$ cat src/bmc_params.svh
`ifndef BMC_PARAMS_SVH
`define BMC_PARAMS_SVH

// register byte addresses in the memory space
`define BMC_OFS_SHARED_BG      32'h0040_0004
`define BMC_OFS_SHARED_FG      32'h0040_0008
`define BMC_OFS_MONO_CTL       32'h0040_000C
`define BMC_OFS_ENGINE_CTL     32'h0040_0010
`define BMC_OFS_SRC_BG         32'h0040_0024
`define BMC_OFS_SRC_FG         32'h0040_0028

// writable bits of each register; everything else is reserved and reads zero, except control bit 31 which reads busy
`define BMC_COLOR_RW_MASK      32'h00FF_FFFF
`define BMC_MONO_RW_MASK       32'h0F3F_3F3F
`define BMC_CTL_RW_MASK        32'h03FF_FFFF

// reset values
`define BMC_COLOR_RST          32'h0000_0000
`define BMC_MONO_RST           32'h0000_0000
`define BMC_CTL_RST            32'h0000_0000

// mono source control fields
`define BMC_MONO_EXPSEL_BIT    27
`define BMC_MONO_ALIGN_HI      26
`define BMC_MONO_ALIGN_LO      24
`define BMC_MONO_DISC_HI       21
`define BMC_MONO_DISC_LO       16
`define BMC_MONO_RCLIP_HI      13
`define BMC_MONO_RCLIP_LO      8
`define BMC_MONO_LCLIP_HI      5
`define BMC_MONO_LCLIP_LO      0

// engine control fields
`define BMC_CTL_BUSY_BIT       31
`define BMC_CTL_DEPTH_HI       25
`define BMC_CTL_DEPTH_LO       24
`define BMC_CTL_DEPSEL_BIT     23
`define BMC_CTL_SRCMONO_BIT    12
`define BMC_CTL_LOW_HI         22

// colour byte masks per depth
`define BMC_CMASK_8            24'h00_00FF
`define BMC_CMASK_16           24'h00_FFFF
`define BMC_CMASK_24           24'hFF_FFFF

`endif

$ cat src/bmc_pkg.sv
package bmc_pkg;

    // engine colour depth codes
    typedef enum logic [1:0] {
        BMC_DEPTH_8   = 2'h0,
        BMC_DEPTH_16  = 2'h1,
        BMC_DEPTH_24  = 2'h2,
        BMC_DEPTH_RSV = 2'h3
    } bmc_depth_t;

    // mono source scan line alignment codes
    typedef enum logic [2:0] {
        BMC_ALN_RSV0  = 3'h0,
        BMC_ALN_BIT   = 3'h1,
        BMC_ALN_BYTE  = 3'h2,
        BMC_ALN_WORD  = 3'h3,
        BMC_ALN_DWORD = 3'h4,
        BMC_ALN_QWORD = 3'h5,
        BMC_ALN_RSV6  = 3'h6,
        BMC_ALN_RSV7  = 3'h7
    } bmc_align_t;

endpackage

$ cat src/bmc_regs.sv
// Notes on behaviour
// - foreground uses byte 0 at 8bpp, bytes 0-1 at 16bpp, bytes 0-2 at 24bpp.
// - select bit 0 expands mono source with shared colours, 1 with source-only ones.
// - shared foreground always drives pattern; source-only foreground serves source when selected.
// - alignment codes 1..5 are bit, byte, word, dword, qword; others reserved.
// - alignment, discard and clipping apply only to monochrome source.
// - initial discard drops up to 63 bits from the first source quadword.
// - right clipping drops up to 63 bits at each scan line end.
// - left clipping drops up to 63 bits at each scan line start.
// - reserved bits of mono control and engine control read as zero.
// - control bit 31 shows busy, is read-only, writes ignored.
// - depth field 00 8bpp (reset), 01 16bpp, 10 24bpp, 11 reserved.
// - depth select 0 takes depth from configuration bits 5:4, 1 from control.
// - selected depth sets bytes per pixel and mono expansion depth.
// - control bit 12 marks source as colour at 0, monochrome at 1.
// - shared background follows the same pattern/source use as foreground.
`timescale 1ns/1ps
`include "bmc_params.svh"

module bmc_regs (
    // clock and reset
    input  wire logic                 i_sys_clk,
    input  wire logic                 i_sys_rst,
    // host memory access
    input  wire logic [31:0]          i_mem_addr,
    input  wire logic                 i_mem_wr,
    input  wire logic                 i_mem_rd,
    input  wire logic [3:0]           i_mem_be,
    input  wire logic [31:0]          i_mem_wdata,
    output logic      [31:0]          o_mem_rdata,
    output logic                      o_mem_rvalid,
    // engine status and configuration
    input  wire logic [1:0]           i_cfg_depth,
    input  wire logic                 i_op_launch,
    input  wire logic                 i_last_dest_write_done,
    // decoded settings for the engine datapath
    output bmc_pkg::bmc_depth_t       o_depth,
    output logic      [1:0]           o_bytes_per_pixel,
    output logic      [23:0]          o_pat_fg,
    output logic      [23:0]          o_pat_bg,
    output logic      [23:0]          o_src_fg,
    output logic      [23:0]          o_src_bg,
    output logic                      o_src_mono,
    output bmc_pkg::bmc_align_t       o_src_align,
    output logic                      o_src_align_rsv,
    output logic      [5:0]           o_init_discard,
    output logic      [5:0]           o_left_clip,
    output logic      [5:0]           o_right_clip,
    output logic      [22:0]          o_ctl_low,
    output logic                      o_engine_busy
);
    import bmc_pkg::*;

    logic [31:0] lane_mask;
    logic        hit_sbg, hit_sfg, hit_mono, hit_ctl, hit_obg, hit_ofg;
    logic [31:0] shared_bg_ff, shared_fg_ff, mono_ctl_ff, ctl_ff, src_bg_ff, src_fg_ff;
    logic [31:0] nxt_shared_bg, nxt_shared_fg, nxt_mono_ctl, nxt_ctl, nxt_src_bg;
    logic [31:0] nxt_src_fg;
    logic        busy_ff, nxt_busy;
    logic [31:0] rd_mux;
    logic [31:0] rdata_ff, nxt_rdata;
    logic        rvalid_ff, nxt_rvalid;
    logic [31:0] rd_addr_ff, nxt_rd_addr;

    // byte lane enables widened to a bit mask; half-word writes touch two lanes only
    genvar g;
    generate
        for (g = 0; g < 4; g++)
        begin : g_lane
            assign lane_mask[8*g +: 8] = {8{i_mem_be[g]}};
        end
    endgenerate

    // address decode of the six registers
    assign hit_sbg  = (i_mem_addr == `BMC_OFS_SHARED_BG);
    assign hit_sfg  = (i_mem_addr == `BMC_OFS_SHARED_FG);
    assign hit_mono = (i_mem_addr == `BMC_OFS_MONO_CTL);
    assign hit_ctl  = (i_mem_addr == `BMC_OFS_ENGINE_CTL);
    assign hit_obg  = (i_mem_addr == `BMC_OFS_SRC_BG);
    assign hit_ofg  = (i_mem_addr == `BMC_OFS_SRC_FG);

    function automatic logic [31:0] merge(input logic [31:0] old, input logic [31:0] wd,
                                          input logic [31:0] lm, input logic [31:0] rw);
        merge = (old & ~(lm & rw)) | (wd & lm & rw); // reserved bits never stored
    endfunction

    // register file next values
    always_comb
    begin
        nxt_shared_bg = shared_bg_ff;
        nxt_shared_fg = shared_fg_ff;
        nxt_mono_ctl  = mono_ctl_ff;
        nxt_ctl       = ctl_ff;
        nxt_src_bg    = src_bg_ff;
        nxt_src_fg    = src_fg_ff;
        if (i_mem_wr)
        begin
            if (hit_sbg)
                nxt_shared_bg = merge(shared_bg_ff, i_mem_wdata, lane_mask,
                                      `BMC_COLOR_RW_MASK);
            if (hit_sfg)
                nxt_shared_fg = merge(shared_fg_ff, i_mem_wdata, lane_mask,
                                      `BMC_COLOR_RW_MASK);
            if (hit_mono)
                nxt_mono_ctl = merge(mono_ctl_ff, i_mem_wdata, lane_mask,
                                     `BMC_MONO_RW_MASK);
            if (hit_ctl)
                nxt_ctl = merge(ctl_ff, i_mem_wdata, lane_mask,
                                `BMC_CTL_RW_MASK);
            if (hit_obg)
                nxt_src_bg = merge(src_bg_ff, i_mem_wdata, lane_mask, `BMC_COLOR_RW_MASK);
            if (hit_ofg)
                nxt_src_fg = merge(src_fg_ff, i_mem_wdata, lane_mask, `BMC_COLOR_RW_MASK);
        end
    end

    always_ff @(posedge i_sys_clk)
    begin
        if (i_sys_rst)
        begin
            shared_bg_ff <= `BMC_COLOR_RST;
            shared_fg_ff <= `BMC_COLOR_RST;
            mono_ctl_ff  <= `BMC_MONO_RST;
            ctl_ff       <= `BMC_CTL_RST;
            src_bg_ff    <= `BMC_COLOR_RST;
            src_fg_ff    <= `BMC_COLOR_RST;
        end
        else
        begin
            shared_bg_ff <= nxt_shared_bg;
            shared_fg_ff <= nxt_shared_fg;
            mono_ctl_ff  <= nxt_mono_ctl;
            ctl_ff       <= nxt_ctl;
            src_bg_ff    <= nxt_src_bg;
            src_fg_ff    <= nxt_src_fg;
        end
    end

    // busy: a launch in the same cycle as the final write keeps it set
    always_comb
    begin
        nxt_busy = busy_ff;
        if (i_last_dest_write_done)
            nxt_busy = 1'b0;
        if (i_op_launch)
            nxt_busy = 1'b1;
    end

    always_ff @(posedge i_sys_clk)
    begin
        if (i_sys_rst)
            busy_ff <= 1'b0;
        else
            busy_ff <= nxt_busy;
    end

    assign o_engine_busy = busy_ff;

    // read mux; unmapped addresses read zero
    always_comb
    begin
        rd_mux = 32'h0000_0000;
        if (hit_sbg)
            rd_mux = shared_bg_ff;
        if (hit_sfg)
            rd_mux = shared_fg_ff;
        if (hit_mono)
            rd_mux = mono_ctl_ff;
        if (hit_ctl)
        begin
            rd_mux = ctl_ff;
            rd_mux[`BMC_CTL_BUSY_BIT] = busy_ff;
        end
        if (hit_obg)
            rd_mux = src_bg_ff;
        if (hit_ofg)
            rd_mux = src_fg_ff;
        nxt_rdata   = i_mem_rd ? rd_mux : rdata_ff;
        nxt_rvalid  = i_mem_rd;
        nxt_rd_addr = i_mem_rd ? i_mem_addr : rd_addr_ff;
    end

    always_ff @(posedge i_sys_clk)
    begin
        if (i_sys_rst)
        begin
            rdata_ff   <= 32'h0000_0000;
            rvalid_ff  <= 1'b0;
            rd_addr_ff <= 32'h0000_0000;
        end
        else
        begin
            rdata_ff   <= nxt_rdata;
            rvalid_ff  <= nxt_rvalid;
            rd_addr_ff <= nxt_rd_addr;
        end
    end

    assign o_mem_rdata  = rdata_ff;
    assign o_mem_rvalid = rvalid_ff;

    // decoded engine settings, registered so the datapath sees stable values
    bmc_depth_t  depth_sel, depth_ff;
    logic [23:0] cmask;
    logic [1:0]  bpp, bpp_ff;
    logic        mono_src, mono_src_ff, exp_sel;
    logic [23:0] pat_fg_ff, pat_bg_ff, sfg_ff, sbg_ff;
    logic [23:0] nxt_pat_fg, nxt_pat_bg, nxt_sfg, nxt_sbg;
    logic [2:0]  align_raw;
    bmc_align_t  align_ff, nxt_align;
    logic        align_rsv_ff, nxt_align_rsv;
    logic [5:0]  disc_ff, lclip_ff, rclip_ff, nxt_disc, nxt_lclip, nxt_rclip;
    logic [22:0] ctl_low_ff;

    always_comb
    begin
        // depth source select; reserved code 11 falls back to one byte per pixel
        if (ctl_ff[`BMC_CTL_DEPSEL_BIT])
            depth_sel = bmc_depth_t'(ctl_ff[`BMC_CTL_DEPTH_HI:`BMC_CTL_DEPTH_LO]);
        else
            depth_sel = bmc_depth_t'(i_cfg_depth);
        case (depth_sel)
            BMC_DEPTH_16:
            begin
                cmask = `BMC_CMASK_16;
                bpp   = 2'h2;
            end
            BMC_DEPTH_24:
            begin
                cmask = `BMC_CMASK_24;
                bpp   = 2'h3;
            end
            default:
            begin
                cmask = `BMC_CMASK_8;
                bpp   = 2'h1;
            end
        endcase
        mono_src = ctl_ff[`BMC_CTL_SRCMONO_BIT];
        exp_sel  = mono_ctl_ff[`BMC_MONO_EXPSEL_BIT];
        nxt_pat_fg = shared_fg_ff[23:0] & cmask;
        nxt_pat_bg = shared_bg_ff[23:0] & cmask;
        nxt_sfg = (exp_sel ? src_fg_ff[23:0] : shared_fg_ff[23:0]) & cmask;
        nxt_sbg = (exp_sel ? src_bg_ff[23:0] : shared_bg_ff[23:0]) & cmask;
        align_raw = mono_ctl_ff[`BMC_MONO_ALIGN_HI:`BMC_MONO_ALIGN_LO];
        // colour source zeroes the mono-only fields so the datapath cannot misuse them
        nxt_align     = mono_src ? bmc_align_t'(align_raw) : BMC_ALN_RSV0;
        nxt_align_rsv = mono_src && (align_raw == 3'h0 || align_raw > 3'h5);
        nxt_disc  = mono_src ? mono_ctl_ff[`BMC_MONO_DISC_HI:`BMC_MONO_DISC_LO]
                             : 6'h00;
        nxt_rclip = mono_src ? mono_ctl_ff[`BMC_MONO_RCLIP_HI:`BMC_MONO_RCLIP_LO]
                             : 6'h00;
        nxt_lclip = mono_src ? mono_ctl_ff[`BMC_MONO_LCLIP_HI:`BMC_MONO_LCLIP_LO]
                             : 6'h00;
    end

    always_ff @(posedge i_sys_clk)
    begin
        if (i_sys_rst)
        begin
            depth_ff     <= BMC_DEPTH_8;
            bpp_ff       <= 2'h1;
            pat_fg_ff    <= 24'h00_0000;
            pat_bg_ff    <= 24'h00_0000;
            sfg_ff       <= 24'h00_0000;
            sbg_ff       <= 24'h00_0000;
            mono_src_ff  <= 1'b0;
            align_ff     <= BMC_ALN_RSV0;
            align_rsv_ff <= 1'b0;
            disc_ff      <= 6'h00;
            lclip_ff     <= 6'h00;
            rclip_ff     <= 6'h00;
            ctl_low_ff   <= 23'h00_0000;
        end
        else
        begin
            depth_ff     <= depth_sel;
            bpp_ff       <= bpp;
            pat_fg_ff    <= nxt_pat_fg;
            pat_bg_ff    <= nxt_pat_bg;
            sfg_ff       <= nxt_sfg;
            sbg_ff       <= nxt_sbg;
            mono_src_ff  <= mono_src;
            align_ff     <= nxt_align;
            align_rsv_ff <= nxt_align_rsv;
            disc_ff      <= nxt_disc;
            lclip_ff     <= nxt_lclip;
            rclip_ff     <= nxt_rclip;
            ctl_low_ff   <= ctl_ff[`BMC_CTL_LOW_HI:0];
        end
    end

    assign o_depth           = depth_ff;
    assign o_bytes_per_pixel = bpp_ff;
    assign o_pat_fg          = pat_fg_ff;
    assign o_pat_bg          = pat_bg_ff;
    assign o_src_fg          = sfg_ff;
    assign o_src_bg          = sbg_ff;
    assign o_src_mono        = mono_src_ff;
    assign o_src_align       = align_ff;
    assign o_src_align_rsv   = align_rsv_ff;
    assign o_init_discard    = disc_ff;
    assign o_left_clip       = lclip_ff;
    assign o_right_clip      = rclip_ff;
    assign o_ctl_low         = ctl_low_ff;

    // checks
    busy_launch_a: assert property (@(posedge i_sys_clk) disable iff (i_sys_rst)
        i_op_launch |=> o_engine_busy)
        else $error("busy not set after launch");
    busy_hold_a: assert property (@(posedge i_sys_clk) disable iff (i_sys_rst)
        o_engine_busy && !i_last_dest_write_done |=> o_engine_busy)
        else $error("busy dropped before last write");
    busy_end_a: assert property (@(posedge i_sys_clk) disable iff (i_sys_rst)
        i_last_dest_write_done && !i_op_launch |=> !o_engine_busy)
        else $error("busy stuck after last write");
    busy_wr_a: assert property (@(posedge i_sys_clk) disable iff (i_sys_rst)
        i_mem_wr && hit_ctl && !o_engine_busy && !i_op_launch |=> !o_engine_busy)
        else $error("control write changed busy");
    rsvd_read_a: assert property (@(posedge i_sys_clk) disable iff (i_sys_rst)
        o_mem_rvalid && rd_addr_ff == `BMC_OFS_MONO_CTL |->
        (o_mem_rdata & ~`BMC_MONO_RW_MASK) == 32'h0000_0000)
        else $error("mono control reserved bits not zero");
    depth_mask_a: assert property (@(posedge i_sys_clk) disable iff (i_sys_rst)
        o_bytes_per_pixel == 2'h1 |-> o_pat_fg[23:8] == 16'h0000 && o_src_fg[23:8] == 16'h0000)
        else $error("colour bytes leak at 8bpp");
    depth_src_a: assert property (@(posedge i_sys_clk) disable iff (i_sys_rst)
        !ctl_ff[`BMC_CTL_DEPSEL_BIT] && $stable(ctl_ff) |=> o_depth == $past(i_cfg_depth))
        else $error("depth not taken from configuration");
    exp_sel_a: assert property (@(posedge i_sys_clk) disable iff (i_sys_rst)
        !exp_sel ##1 $stable(exp_sel) |-> o_src_fg == o_pat_fg && o_src_bg == o_pat_bg)
        else $error("source colours not shared");
    colour_src_a: assert property (@(posedge i_sys_clk) disable iff (i_sys_rst)
        !o_src_mono |-> o_left_clip == 6'h00 && o_right_clip == 6'h00 && o_init_discard == 6'h00)
        else $error("clip fields applied to colour source");
    lane_keep_a: assert property (@(posedge i_sys_clk) disable iff (i_sys_rst)
        i_mem_wr && hit_mono && !i_mem_be[0] |=> $stable(mono_ctl_ff[7:0]))
        else $error("uncovered byte lane modified");

endmodule

$ cat config.mk
export PLATFORM = sky130hd
export DESIGN_NAME = bmc_regs
export DESIGN_NICKNAME = d
export VERILOG_FILES = /design/src/bmc_pkg.sv /design/src/bmc_regs.sv
export VERILOG_INCLUDE_DIRS = /design/src
export SDC_FILE = /design/constraint.sdc
export NUM_CORES = 1
export LEC_CHECK = 0
export ABC_CLOCK_PERIOD_IN_PS = 2500
export BUFFER_PORTS_ARGS = -buffer_cell sky130_fd_sc_hd__buf_2
export CORE_ASPECT_RATIO = 1.2
export CORE_MARGIN = 4
export CORE_UTILIZATION = 52
export DETAILED_ROUTE_END_ITERATION = 6
export PLACE_DENSITY = 0.87
export SYNTH_ARGS = -nofsm -noshare
export SYNTH_HDL_FRONTEND = slang
export SYNTH_SLANG_ARGS = --single-unit
export TNS_END_PERCENT = 1
$ cat constraint.sdc
create_clock -name i_sys_clk -period 2.5 [get_ports i_sys_clk]
set_input_delay 0.125 -clock i_sys_clk [delete_from_list [all_inputs] [get_ports i_sys_clk]]
set_output_delay 0.125 -clock i_sys_clk [all_outputs]
set_load 0.02 [all_outputs]
==> metrics.yaml, run 1 <==
fin_util_pct: 66.6
dpl_cell_area_sq_um: 13700
cpLargestDelayFamily: "simple AND/OR/NAND/NOR gates"
drt-pass1-iter-count: 5
slew_viol_final: 0
via_count: 10100
clkLatencyLatePin_ns: 0.55
final_cell_area_sq_um: 15000
tightest_slew_ns: 1.19
min_path_type: "primary input to flip-flop"
setup_viol: 0
dpl.hpwl_microns: 23900
final.setup.tns_ns: 0
cts_max_level: 1
yosysUniqueCellTypes: 42
cts_setup_buffers: 0
layout_common_cells: "dfxtp_1, buf_2, mux2i_1"
hold_ws_ns: 0.121
syn_area_sq_um: 12000
outcome: "complete, no violations"
rrSetupSlack_ns: 0.31
finalCritPeriodShare_pct: 87.4
layout_commonest_cell: "dfxtp_1"
place.gp.congestion: 0.883
peakVddDrop_mv: 0.569
cp-endpoint: "o_pat_fg[20]"
wl_met1_microns: 13600
power_density_nw_per_um2: 669
cp.depth: 4
p_leak_nw: 6.89
fmax_mhz: 457
fillers: 1686
worst_r2r_endpoint: "o_pat_fg[20]"
drc: 0
grt.total_usage_pct: 26.5
area_delta_synth_final_pct: 25.3
dieArea_sq_um: 25600
fp-row-count: 60
grt_pass1_vias: 10300
numCtsBuffers: 29
antenna_left: 0
rsz0062_at_grt: "no"
clock_skew_ns: 0.0142
io_pins: 256
worstPathRequired_ns: 2.98
criticalPathCategory: "flip-flop to flip-flop"
die_w_microns: 147
cpPeakStageDelay_ns: 0.86
layout_setup_ws_ns: 0.314
critPathLaunchType: "flip-flop"
antenna_found_initial: 2
relSlewSlack_pct: 20.1
reg2reg_depth: 4
core_sq_um: 22600
ys_async_sr_fraction_pct: 0
grt_pass1_wl_microns: 54900
dp_slack_ns: 0.168
grt.overflow.total: 0
clockBufferDepth: 3
port-buffer-count: 248
tritoncts: "built"
die_h_microns: 174
crit_fanout: 16
max-cap-violations: 0
avgRoutedWirePerCell_microns: 19.6
syn_avg_cell_area_sq_um: 10.0
totalWireLength_microns: 35400
end_kind: "flip-flop"
path_buf_inv: 0
ys_seq_elements: 320
wl_met3_microns: 2710
cts_root_buf: "clkbuf_16"
drive_gt1_share_pct: 25.4
seq_area_frac_synth_pct: 53.4
critical_path_arrival_ns: 2.67
yosysWarningCount: 0
highest_layer: "met5"
synth_cells: 1199
synth-main-ff-cell: "dfxtp_1"
min_period_ns: 2.19
grt_max_degree: 96
drtIter0Drc: 710
met2_length_microns: 17600
final_nets: 1559
start_util_pct: 53.1
synth_edf_count: 0
clk_pin_slew_ns: 0.07
hold_violations: 0
multi_input_area_sq_um: 5290
crit_chain: "mux2i_1 > ha_1 > nor2b_1 > and2_1"
viasPerCell: 5.58
cp_slowest_cell: "nor2b_1"
cts_sinks: 320
regArea_sq_um: 6410
==> layer usage <==
layer	global-route usage, %	up-vias
li1	-	4659
met2	47.1	513
met3	4.56	111
met4	11.4	2
met1	31.4	4810
met5	0	-
==> worst min-delay path by stage <==
stage | slack (ns) | depth (start not counted) | from | to
floorplan | 0.24 | 2 | i_op_launch | o_engine_busy
detailed placement | 0.39 | 3 | i_op_launch | o_engine_busy
finish | 0.12 | 5 | i_mem_be[3] | flip-flop
global route | 0.16 | 5 | i_mem_be[3] | flip-flop
global placement | 0.33 | 3 | i_op_launch | o_engine_busy
CTS | 0.09 | 5 | i_mem_be[3] | flip-flop
==> worst reg2reg max path, delay by kind of cell (launching register included) <==
kind	cells	cell delay (ns)
AND/OR/NAND/NOR	2	1.13
flip-flops	1	0.42
adder cells (fa/ha/maj)	1	0.22
multiplexers	1	0.36
==> cell families after synthesis <==
group,share of synthesized area (%)
buffers and inverters,2.78
AOI/OAI and AO/OA,7.51
other,0.0313
DFF,53.4
adders and majority gates,0.209
and+or+nand+nor,20.3
muxes,15.8
==> cell type report <==
type	count	share of cell area (%)
Multi-Input combinational cell	798	35.2
Inverter	4	0.0998
Clock inverter	10	1.09
Sequential cell	320	42.6
Timing Repair Buffer	328	13.1
Clock buffer	38	5.38
Tap cell	310	2.58
Antenna cell	1	0.0166
==> timing repair <==
action                                 CTS  global route
gates resized for setup                  0             0
hold buffers                            36             0
endpoints found under the hold margin  154             0
==> where the power goes <==
group	leakage (nW)	switching, W	internal (W)	total [W]
clock	0.481	0.00188	0.00268	0.00456
sequential	2.58	0.00000202	0.00510	0.00510
combinational	3.83	0.000246	0.000148	0.000394
==> per-stage QoR <==
stage	total power (W)	instances
2_1_floorplan	0.00539	1201
3_3_place_gp	0.00554	1724
3_5_place_dp	0.00555	1724
4_1_cts	0.0101	1808
5_1_grt	0.0104	1809
6_report	0.0101	1809
==> synthesized netlist by cell type, types with 3 or more instances <==
library cell | instances | share of area [%]
nand4_1 | 13 | 0.68
dfxtp_1 | 320 | 53
nor2_1 | 147 | 4.6
o22ai_1 | 17 | 0.89
nand3_1 | 5 | 0.21
nand2b_1 | 58 | 3.0
or2_2 | 3 | 0.16
inv_1 | 4 | 0.13
nand4_4 | 7 | 1.2
o21ai_0 | 39 | 1.6
and4_1 | 4 | 0.29
buf_2 | 6 | 0.25
buf_4 | 4 | 0.25
mux2_2 | 24 | 2.3
a21oi_1 | 50 | 2.1
a22oi_1 | 18 | 1.1
and2_1 | 64 | 3.3
nor3_1 | 25 | 1.0
nor2b_1 | 46 | 2.4
clkbuf_1 | 60 | 1.9
buf_1 | 9 | 0.28
nand2_1 | 67 | 2.1
nor4_1 | 3 | 0.16
mux2i_1 | 162 | 14
o31ai_1 | 22 | 1.4
Note: power is estimated with default switching activity, not from simulation.
==> inputs of run 2 (changes only) <==
--- a/config.mk
+++ b/config.mk
@@ -6,7 +6,7 @@
 export SDC_FILE = /design/constraint.sdc
 export NUM_CORES = 1
 export LEC_CHECK = 0
-export ABC_CLOCK_PERIOD_IN_PS = 2500
+export ABC_CLOCK_PERIOD_IN_PS = 2140
 export BUFFER_PORTS_ARGS = -buffer_cell sky130_fd_sc_hd__buf_2
 export CORE_ASPECT_RATIO = 1.2
 export CORE_MARGIN = 4
==> constraint.sdc (replaced) <==
create_clock -name i_sys_clk -period 2.14 [get_ports i_sys_clk]
set_input_delay 0.107 -clock i_sys_clk [delete_from_list [all_inputs] [get_ports i_sys_clk]]
set_output_delay 0.107 -clock i_sys_clk [all_outputs]
set_load 0.02 [all_outputs]
==> metrics.yaml, run 2 (synthesis gave the netlist of run 1 again) <==
viasPerCell: 5.56
clockBufferDepth: 3
port-buffer-count: 248
rsz0062_at_grt: "no"
fp-row-count: 60
tritoncts: "built"
avgRoutedWirePerCell_microns: 19.6
criticalPathCategory: "primary input to flip-flop"
layout_setup_ws_ns: 0.0799
area_delta_synth_final_pct: 27.9
fillers: 1608
dpl.hpwl_microns: 23500
grt_max_degree: 106
layout_common_cells: "dfxtp_1, buf_2, mux2i_1"
antenna_left: 0
grt_pass1_vias: 10400
die_h_microns: 174
multi_input_area_sq_um: 5300
via_count: 10200
totalWireLength_microns: 35900
cts_max_level: 1
die_w_microns: 147
setup_viol: 0
hold_violations: 0
drt-pass1-iter-count: 5
finalCritPeriodShare_pct: 96.3
grt_pass1_wl_microns: 55500
fmax_mhz: 485
antenna_found_initial: 2
instances_no_fill: 1828
clkLatencyLatePin_ns: 0.54
critPathLaunchType: "primary input"
power_w: 0.0121
dieArea_sq_um: 25600
io_pins: 256
start_util_pct: 53.1
drive_gt1_share_pct: 26.6
final.setup.tns_ns: 0
cts_sinks: 320
layout_commonest_cell: "dfxtp_1"
place.gp.congestion: 0.892
slew_viol_final: 0
hold_ws_ns: 0.112
grt.total_usage_pct: 26.8
numCtsBuffers: 29
outcome: "complete, no violations"
drtIter0Drc: 691
power_density_nw_per_um2: 788
core_sq_um: 22600
crit_fanout: 2
end_kind: "flip-flop"
dp_cells: 1738
critical_path_arrival_ns: 2.48
clock_skew_ns: 0.0110
relSlewSlack_pct: 59.3
max-cap-violations: 0
min_period_ns: 2.06
min_path_type: "primary input to flip-flop"
tightest_slew_ns: 0.608
cts_root_buf: "clkbuf_16"
cts_setup_buffers: 0
worstPathRequired_ns: 2.56
p_leak_nw: 7.03
grt.overflow.total: 0
rrSetupSlack_ns: 0.19
peakVddDrop_mv: 0.644
drc: 0
clk_pin_slew_ns: 0.07
regArea_sq_um: 6410
dp_slack_ns: -0.0614
final_nets: 1573
[run 2: per-stage QoR]
step	utilization, %	area [sq um]
after detailed placement	61.6	13900
after CTS	67.9	15300
after global placement	61.6	13900
after floorplan	-	12000
final	67.9	15300
after global routing	67.9	15300
[run 2: final cells by class]
type / count / area share (%)
inverter: 4 / 0.0978
clock inverter: 19 / 1.82
multi-input combinational: 798 / 34.5
timing repair buffer: 342 / 14.1
sequential: 320 / 41.8
antenna: 1 / 0.0163
clock buffer: 34 / 5.12
tap: 310 / 2.53
[run 2: power by group]
part	switching, W	internal [W]	total [W]	leakage (nW)
combinational	0.000284	0.000180	0.000463	3.94
sequential	0.00000247	0.00596	0.00596	2.58
clock	0.00229	0.00338	0.00568	0.514
[run 2: layer usage]
metal | wire length, microns | part of all wire, % | vias to the layer above | global-route usage [%]
met5 | 10 | 0.028 | - | 0
met4 | 1540 | 4.3 | 2 | 12.1
met3 | 2730 | 7.6 | 121 | 4.77
met2 | 18100 | 50 | 517 | 47.2
met1 | 13500 | 38 | 4844 | 31.7
li1 | - | - | 4685 | -
[run 2: final timing paths]
kind,start,endpoint,cells past startpoint
worst max register to register,flip-flop,o_pat_bg[12],6
worst max-delay path,i_mem_addr[26],flip-flop,8
worst min register to register,o_mem_rdata[16],o_mem_rdata[16],2
worst min-delay path,i_mem_be[3],flip-flop,5
[run 2: critical path, cell delays in order]
cell and delay, ns:
buf_2 0.10, or4_1 0.59, or3_4 0.44, nor4_2 0.26, buf_4 0.16, mux2i_1 0.19, nor2_1 0.06, dlygate4sd3_1 0.57
[run 2: what timing repair did]
action                                  CTS  global route
endpoints found under the setup margin    0             3
resized for setup                         0             3
endpoints found under the hold margin   153             0
hold buffers                             36             0
